## config.mk

```make
export PLATFORM = sky130hd
export DESIGN_NAME = fsdc_overlap
export DESIGN_NICKNAME = d
export VERILOG_FILES = /design/src/core/fsdc_pkg.sv /design/src/core/fsdc_overlap.sv
export SDC_FILE = /design/constraint.sdc
export NUM_CORES = 1
export LEC_CHECK = 0
export ABC_AREA = 0
export BUFFER_PORTS_ARGS = -buffer_cell sky130_fd_sc_hd__buf_2
export CORE_ASPECT_RATIO = 0.5
export CORE_UTILIZATION = 30
export DETAILED_ROUTE_END_ITERATION = 16
export GPL_ROUTABILITY_DRIVEN = 1
export GPL_TIMING_DRIVEN = 0
export PLACE_DENSITY = 0.59
export SETUP_SLACK_MARGIN = 0.02
export SYNTH_ARGS = -nofsm -noshare
export SYNTH_HDL_FRONTEND = slang
export SYNTH_SLANG_ARGS = --single-unit
```

## constraint.sdc

```tcl
create_clock -name vclk -period 4.4
set_clock_uncertainty 0.05 [all_clocks]
set_input_delay 0.44 -clock vclk [all_inputs]
set_output_delay 0.44 -clock vclk [all_outputs]
set_load 0.05 [all_outputs]
```

## src/core/fsdc_pkg.sv

```systemverilog
`default_nettype none
package fsdc_pkg;

    // ********************************************************
    // Widths
    // ********************************************************
    localparam int ADDR_W = 8;
    localparam int DATA_W = 32;
    localparam int OFS_W = 24;
    localparam int SUM_W = 25;

    typedef logic [ADDR_W-1:0] fsdc_addr_t;
    typedef logic [DATA_W-1:0] fsdc_word_t;
    typedef logic [OFS_W-1:0] fsdc_ofs_t;
    typedef logic [SUM_W-1:0] fsdc_sum_t;

    // ********************************************************
    // Register byte addresses
    // ********************************************************
    localparam fsdc_addr_t REG_CONTEXT = 8'h00;
    localparam fsdc_addr_t REG_OPTIONS = 8'h04;
    localparam fsdc_addr_t REG_TAG_OFS = 8'h08;
    localparam fsdc_addr_t REG_MACIN_OFS = 8'h0c;
    localparam fsdc_addr_t REG_ENC_OFS = 8'h10;
    localparam fsdc_addr_t REG_ENC_LEN = 8'h14;
    localparam fsdc_addr_t REG_MAC_OFS = 8'h18;
    localparam fsdc_addr_t REG_CTR_LIMIT = 8'h1c;
    localparam fsdc_addr_t REG_UID_OFS = 8'h20;
    localparam fsdc_addr_t REG_CTR_OFS = 8'h24;
    localparam fsdc_addr_t REG_FILE_LEN = 8'h28;
    localparam fsdc_addr_t REG_CUR_CTR = 8'h2c;
    localparam fsdc_addr_t REG_ACCESS = 8'h30;
    localparam fsdc_addr_t REG_START = 8'h34;
    localparam fsdc_addr_t REG_STATUS = 8'h38;
    localparam fsdc_addr_t REG_COMMITTED = 8'h3c;

    // ********************************************************
    // Field positions
    // ********************************************************
    localparam int CTX_CHAIN_BIT = 0;
    localparam int CTX_SMFAIL_BIT = 1;
    localparam int CTX_AUTH_BIT = 2;
    localparam int CTX_DMEN_BIT = 3;
    localparam int CTX_FNO_LSB = 8;
    localparam int CTX_CHG_LSB = 16;
    localparam int OPT_DMR_LSB = 8;
    localparam int OPT_UID_BIT = 7;
    localparam int OPT_CTR_BIT = 6;
    localparam int OPT_LIM_BIT = 5;
    localparam int OPT_ENC_BIT = 4;
    localparam int DMR_META_LSB = 12;
    localparam int DMR_FREAD_LSB = 8;
    localparam int DMR_CTRRET_LSB = 0;
    localparam int STS_SW2_LSB = 8;
    localparam int STS_BUSY_BIT = 16;
    localparam int STS_PASS_BIT = 17;
    localparam int COM_DMR_LSB = 8;

    // ********************************************************
    // Codes and lengths
    // ********************************************************
    localparam logic [3:0] RIGHT_NONE = 4'hf;
    localparam logic [3:0] RIGHT_FREE = 4'he;
    localparam logic [3:0] KEY_MAX = 4'h4;
    localparam logic [4:0] DM_FILE_NO = 5'h02;
    localparam logic [7:0] SW1_FRAME = 8'h91;
    localparam logic [7:0] ST_OK = 8'h00;
    localparam logic [7:0] ST_ABORTED = 8'hca;
    localparam logic [7:0] ST_INTEGRITY = 8'h1e;
    localparam logic [7:0] ST_PARAM = 8'h9e;
    localparam logic [7:0] ST_DENIED = 8'h9d;
    localparam logic [7:0] ST_AUTH = 8'hae;
    localparam fsdc_sum_t MAC_LEN = 25'h000010;
    localparam fsdc_sum_t TAG_LEN = 25'h000020;
    localparam fsdc_sum_t UID_LEN = 25'h00000e;
    localparam fsdc_sum_t CTR_LEN = 25'h000006;
    localparam fsdc_sum_t ENC_MIN = 25'h000020;
    localparam fsdc_ofs_t ENC_ALIGN_MASK = 24'h00001f;
    localparam fsdc_ofs_t CTR_NO_MIRROR = 24'hffffff;
    localparam logic [15:0] RST_RIGHTS = 16'hffff;

    typedef enum logic [1:0] {
        FSDC_IDLE = 2'b00,
        FSDC_EVAL = 2'b01
    } fsdc_state_t;

    // One mirrored region of the file
    typedef struct packed {
        logic en;
        fsdc_sum_t ofs;
        fsdc_sum_t len;
    } fsdc_region_t;

endpackage : fsdc_pkg
`default_nettype wire

```

## src/core/fsdc_overlap.sv

```systemverilog
`default_nettype none
// ********************************************************
// Region clash detector
// ********************************************************
module fsdc_overlap (
    input wire fsdc_pkg::fsdc_region_t a_i,
    input wire fsdc_pkg::fsdc_region_t b_i,
    output logic clash_o
);
    import fsdc_pkg::*;

    fsdc_sum_t a_end;
    fsdc_sum_t b_end;
    logic apart;

    // Sums one bit wider so an end near the top cannot wrap
    assign a_end = a_i.ofs + a_i.len;
    assign b_end = b_i.ofs + b_i.len;
    assign apart = (a_i.ofs >= b_end) || (b_i.ofs >= a_end);
    // Absent regions never clash
    assign clash_o = a_i.en && b_i.en && !apart;

endmodule : fsdc_overlap
`default_nettype wire

```

==> impl_metrics.env, run 1 <==
export IMPL_status="finished with violations"
export IMPL_violations="setup timing"
export IMPL_die_w_microns=154
export IMPL_rsz0062_at_grt="true"
export IMPL_seq_area_sq_um=0
export IMPL_num_rows=27
export IMPL_vias_per_cell=5.27
export IMPL_post_route_min_period_ns=4.46
export IMPL_setup_violations=1
export IMPL_synth_area_leader_cell="ha_1"
export IMPL_ys_types=46
export IMPL_clockPowerShare_pct=0
export IMPL_area_growth_pct=25.4
export IMPL_power_share_sequential_pct=0
export IMPL_hp_start="b_i[50]"
export IMPL_ant_nets=0
export IMPL_synth_top_cell_area_share_pct=35.2
export IMPL_worstPathMaxFanout=3
export IMPL_p_sw_share_pct=55.1
export IMPL_first_global_vias=3505
export IMPL_core_area_sq_mm=0.0111
export IMPL_start_util_pct=31.3
export IMPL_peakVddDrop_uv=65.2
export IMPL_min_period_over_period_pct=101
export IMPL_hold_class="in -> out"
export IMPL_num_io_pins=103
export IMPL_post_dp_hpwl_microns=9570
export IMPL_postCtsHoldBufs=0
export IMPL_p_int_uw=321
export IMPL_die_h_microns=78.3
export IMPL_end_kind="output port"
export IMPL_hold_end="clash_o"
export IMPL_track_usage_pct=17.4
export IMPL_synth_area_top_cells="ha_1 (35%), a21oi_1 (8.9%), xnor2_1 (6.0%)"
export IMPL_synth_area_sq_mm=0.00349
export IMPL_nNetsFinal=785
export IMPL_grt_pass1_wl_microns=17100
export IMPL_grt_overflow=0
export IMPL_syn_inst=471
export IMPL_critical_path_class="in -> out"
export IMPL_drv_cap=0
export IMPL_seq_cells=0
export IMPL_numPortBuffers=103
export IMPL_final_cells=728
export IMPL_comb_power_share_pct=100.0
export IMPL_hold_viol=0
export IMPL_fmax_mhz=224
export IMPL_final_clkbuf_count=0
export IMPL_antenna_found_initial=1
export IMPL_worstMarginPinSlew_ns=0.510
export IMPL_power_density_mw_per_mm2=164
export IMPL_p_sw_uw=395
export IMPL_ys_seq_area_share_pct=0
export IMPL_relSlewSlack_pct=65.8
export IMPL_syn_nets=673
export IMPL_leakage_uw=0.00214
export IMPL_wl_microns=10800
export IMPL_syn_avg_cell_area_sq_um=7.41
export IMPL_hold_depth=8
export IMPL_gp_congestion=0.824
export IMPL_drt_iter0_drc=172
export IMPL_fin_tns_setup_ns=-0.0608
export IMPL_drive_gt1_share_pct=23.2
export IMPL_slew_violations=0
export IMPL_wl_per_cell_microns=14.9
export IMPL_yosys_warnings=0
export IMPL_grt_max_degree=10
export IMPL_timing_final_ws_setup_ns=-0.0608
export IMPL_required_ns=3.91
export IMPL_firstDrtPassIters=4
export IMPL_dp_cells=719
export IMPL_critPathLaunchType="input pin"
export IMPL_fp_dieArea_sq_mm=0.0121
export IMPL_drc=0
export IMPL_vias=3838
export IMPL_cp_arrival_ns=3.97
[per-stage QoR]
step / hold slack (ns) / area (sq um) / setup WS [ns] / utilization (%) / power, uW
2_1_floorplan: 1.23 / 3490 / 0.277 / - / 492
3_3_place_gp: 1.54 / 4190 / -0.511 / 37.6 / 664
3_5_place_dp: 1.55 / 4190 / -0.528 / 37.6 / 676
4_1_cts: 1.44 / 4320 / -0.0285 / 38.7 / 703
5_1_grt: 1.50 / 4370 / -0.254 / 39.2 / 810
6_report: 1.45 / 4370 / -0.0608 / 39.2 / 716
[worst max path at each step]
stage              end     from  slack, ns  depth (start not counted)
6_report       clash_o  a_i[25]      -0.06                         21
5_1_grt        clash_o  b_i[25]      -0.25                         20
4_1_cts        clash_o  b_i[25]      -0.03                         20
3_5_place_dp   clash_o  b_i[25]      -0.53                         20
3_3_place_gp   clash_o  b_i[25]      -0.51                         20
2_1_floorplan  clash_o   b_i[0]       0.28                         18
[cell type report]
class | count | area, sq um
antenna | 2 | 5.00
inverter | 16 | 60.1
tap | 145 | 181
buffer | 3 | 13.8
timing repair buffer | 110 | 591
multi-input combinational | 452 | 3520
fill | 1215 | 6770
[cell usage after synthesis (2+ instances only)]
| cell type | n |
|---|---|
| xnor2_1 | 24 |
| a211o_1 | 2 |
| o21ai_0 | 35 |
| o211ai_1 | 6 |
| o21bai_1 | 2 |
| and4_1 | 2 |
| clkbuf_2 | 2 |
| nor2_1 | 27 |
| or3_1 | 3 |
| a31oi_1 | 5 |
| a21oi_1 | 62 |
| nor3_1 | 6 |
| ha_1 | 98 |
| nand3_1 | 11 |
| a21o_1 | 22 |
| a211oi_1 | 10 |
| a21boi_0 | 4 |
| and2b_1 | 2 |
| a21oi_2 | 2 |
| inv_1 | 16 |
| nor4_1 | 2 |
| o31ai_1 | 2 |
| fa_1 | 2 |
| o21ai_1 | 2 |
| o21a_1 | 7 |
| o21ai_2 | 3 |
| nand4_1 | 19 |
| nand2_1 | 38 |
| and2_1 | 4 |
| xor2_1 | 22 |
| nor2b_1 | 10 |
| nand2b_1 | 5 |
[power by group through the flow]
stage / registers (uW) / logic [uW] / clock network, uW
5_1_grt: 0 / 810 / 0
2_1_floorplan: 0 / 492 / 0
3_3_place_gp: 0 / 664 / 0
4_1_cts: 0 / 703 / 0
6_report: 0 / 716 / 0.0000608
3_5_place_dp: 0 / 676 / 0
[layout by cell type, fill, tap and decap left out, drive strengths merged, types with 2 or more instances in the layout]
cell type / instances
and4: 2
clkbuf: 3
o21a: 7
nand4: 19
nand3: 11
ha: 98
diode: 2
a21o: 22
inv: 16
nor3: 6
fa: 2
a31oi: 5
o211ai: 7
a21boi: 5
and2b: 2
o21ai: 40
xnor2: 24
a211oi: 10
or3: 3
a211o: 2
o31ai: 3
xor2: 22
nor2b: 10
nor4: 2
o21bai: 2
buf: 110
nor2: 27
nand2b: 5
a21oi: 64
and2: 4
nand2: 38
[worst max-delay path: stages]
cell and delay (ns):
buf_2 0.09, ha_1 0.16, inv_1 0.06, fa_1 0.41
nand2b_4 0.17, a21oi_2 0.14, o21a_1 0.19, buf_4 0.14
a31oi_4 0.12, o31ai_4 0.26, a31oi_1 0.13, xor2_1 0.16
ha_1 0.30, nand4_1 0.14, nor2_1 0.08, a41oi_2 0.20
a21oi_1 0.12, nor3_2 0.17, o311ai_2 0.14, a21oi_2 0.16
buf_6 0.18
[cell families (layout without fill, tap and decap cells)]
logic type | count (synthesis) | after routing | synth area share (%)
other cells | 0 | 2 | 0
compound gates | 174 | 174 | 31.3
fa+ha+maj | 100 | 100 | 36.3
buf+inv | 19 | 129 | 2.12
simple gates | 132 | 132 | 18.7
xor+xnor | 46 | 46 | 11.5
[per-layer routing]
layer | global-route usage, % | wire (microns) | vias to the layer above
li1 | - | - | 2020
met1 | 26.0 | 5770 | 1697
met2 | 28.0 | 4340 | 115
met3 | 1.10 | 612 | 6
met4 | 1.49 | 92 | 0
met5 | 0 | 0 | -
[what timing repair did]
action                                  in CTS  in global routing
endpoints found under the setup margin       1                  1
buffers inserted                             3                  4
gates resized for setup                     21                  3
pin swaps                                   18                 12
Power figures use the tool's default switching activity.
==> run 2: changes to the inputs <==
--- a/config.mk
+++ b/config.mk
@@ -8,11 +8,11 @@
 export ABC_AREA = 0
 export BUFFER_PORTS_ARGS = -buffer_cell sky130_fd_sc_hd__buf_2
 export CORE_ASPECT_RATIO = 0.5
-export CORE_UTILIZATION = 30
+export CORE_UTILIZATION = 50
 export DETAILED_ROUTE_END_ITERATION = 16
 export GPL_ROUTABILITY_DRIVEN = 1
 export GPL_TIMING_DRIVEN = 0
-export PLACE_DENSITY = 0.59
+export PLACE_DENSITY = 0.86
 export SETUP_SLACK_MARGIN = 0.02
 export SYNTH_ARGS = -nofsm -noshare
 export SYNTH_HDL_FRONTEND = slang
==> run 2 against run 1 <==
The run still ends with setup timing left. Cell count shrank 7.8%. Cell area shrank 1.9%. Maximum frequency grew 0.95%. Clock-buffer cell count is the same. Utilization grew 25 points. Total power is essentially flat. Critical endpoint unchanged. Flip-flop and latch count is the same. Sequential share of layout area is the same. Routed wire length shrank 9.2%.
==> impl_metrics.env, run 2 (synthesis gave the netlist of run 1 again) <==
export IMPL_leakage_uw=0.00213
export IMPL_cp_startpoint="a_i[41]"
export IMPL_area_growth_pct=23.1
export IMPL_firstDrtPassIters=5
export IMPL_ant_nets=0
export IMPL_required_ns=3.91
export IMPL_p_int_uw=323
export IMPL_hold_class="in -> out"
export IMPL_grt_pass1_wl_microns=14600
export IMPL_track_usage_pct=24.8
export IMPL_critical_path_class="in -> out"
export IMPL_post_route_min_period_ns=4.42
export IMPL_whs_ns=1.43
export IMPL_wl_microns=9820
export IMPL_worstPathMaxFanout=7
export IMPL_critical_path_top_delay_family="compound AO/OA/AOI/OAI gates"
export IMPL_drive_gt1_share_pct=23.3
export IMPL_critPathLaunchType="input pin"
export IMPL_first_global_vias=3294
export IMPL_critPathMaxStageDelay_ns=0.53
export IMPL_timing_final_ws_setup_ns=-0.0187
export IMPL_die_w_microns=120
export IMPL_numPortBuffers=103
export IMPL_start_util_pct=52.1
export IMPL_final_common_cell="buf_2"
export IMPL_drv_cap=0
export IMPL_num_rows=21
export IMPL_antenna_cells=0
export IMPL_nNetsFinal=783
export IMPL_final_clkbuf_count=0
export IMPL_crit_slowest_cell="a211oi_1"
export IMPL_peakVddDrop_uv=83.0
export IMPL_antenna_found_initial=0
export IMPL_drt_iter0_drc=277
export IMPL_grt_overflow=0
export IMPL_final_cells=671
export IMPL_core_area_sq_mm=0.00670
export IMPL_path_buf_inv=3
export IMPL_relSlewSlack_pct=61.3
export IMPL_num_io_pins=103
export IMPL_drc=0
export IMPL_gp_congestion=0.925
export IMPL_place_ws_ns=-0.392
export IMPL_min_period_over_period_pct=100
export IMPL_fmax_mhz=226
export IMPL_violations="setup timing"
export IMPL_vias=3927
export IMPL_postCtsHoldBufs=0
export IMPL_post_dp_hpwl_microns=8500
export IMPL_setup_violations=1
export IMPL_grt_max_degree=10
export IMPL_vias_per_cell=5.85
export IMPL_path_depth=18
export IMPL_endpoint="clash_o"
export IMPL_worstMarginPinSlew_ns=0.577
export IMPL_comb_power_share_pct=100.0
export IMPL_end_kind="output port"
export IMPL_fp_dieArea_sq_mm=0.00733
export IMPL_hold_viol=0
export IMPL_clockPowerShare_pct=0
export IMPL_path_cells="buf_2 -> ha_1 -> clkbuf_2 -> a21oi_1 -> o21a_1 -> nand3_1 -> a211oi_1 -> nor2_1 -> xnor2_1 -> ha_1 -> nand4_1 -> nor2_1 -> a41oi_2 -> a21oi_1 -> nor3_2 -> o311ai_2 -> a21oi_2 -> buf_6"
export IMPL_dp_cells=666
export IMPL_die_h_microns=61.1
export IMPL_status="finished with violations"
export IMPL_seq_cells=0
export IMPL_fin_util_pct=64.1
export IMPL_fin_tns_setup_ns=-0.0187
export IMPL_power_density_mw_per_mm2=167
export IMPL_wl_per_cell_microns=14.6
export IMPL_seq_area_sq_um=0
export IMPL_rsz0062_at_grt="true"
export IMPL_p_sw_share_pct=54.9
export IMPL_power_share_sequential_pct=0
export IMPL_slew_violations=0
export IMPL_p_sw_uw=393
export IMPL_cp_arrival_ns=3.93
export IMPL_layout_common_cells="buf_2 (100), ha_1 (97), a21oi_1 (59), nand2_1 (38), o21ai_0 (34)"
run 2: changes by cell type in the layout (fill, tap and decap cells not counted), sizes merged:
cell	previous run	this run
buf	110	108
diode	2	0
run 2: area by class of cell:
| type | count | area [sq um] |
|---|---|---|
| well taps | 92 | 115 |
| fillers | 596 | 2410 |
| inverters | 16 | 60.1 |
| repair buffers | 108 | 576 |
| multi-input cells | 452 | 3530 |
| plain buffers | 3 | 13.8 |
run 2: what timing repair did:
item,in CTS,in global routing
pin swaps,16,15
buffers inserted,4,1
setup endpoints to repair,1,1
gates resized for setup,15,12
run 2: how the worst min path moves through the flow:
stage,startpoint,endpoint,depth (start not counted)
finish,b_i[50],clash_o,8
global route,b_i[50],clash_o,8
CTS,b_i[50],clash_o,8
detailed placement,b_i[50],clash_o,8
global placement,b_i[50],clash_o,8
floorplan,b_i[50],clash_o,6
run 2: tightest hold or removal path: stages:
cell and delay [ns]:
buf_2 0.09, nand2_1 0.05, nor3_1 0.04, nand4_1 0.09, nor3_2 0.06, o311ai_2 0.08
a21oi_2 0.05, buf_6 0.14
run 2: stage by stage:
stage,cell area (sq um),total power [uW]
finish,4290,716
global route,4290,792
CTS,4230,692
detailed placement,4120,668
global placement,4120,642
floorplan,3490,492
run 2: power by group through the flow:
stage | clock (uW) | combinational, uW | sequential, uW
floorplan | 0 | 492 | 0
CTS | 0 | 692 | 0
detailed placement | 0 | 668 | 0
global route | 0 | 792 | 0
global placement | 0 | 642 | 0
finish | 0 | 716 | 0
run 2: layer usage:
| layer | GRT usage (%) | up-vias | part of all wire [%] |
|---|---|---|---|
| met5 | 0 | - | 0 |
| met4 | 3.39 | 0 | 0.99 |
| met3 | 0.833 | 10 | 5.9 |
| met2 | 43.0 | 150 | 43 |
| met1 | 35.8 | 1740 | 50 |
| li1 | - | 2027 | - |
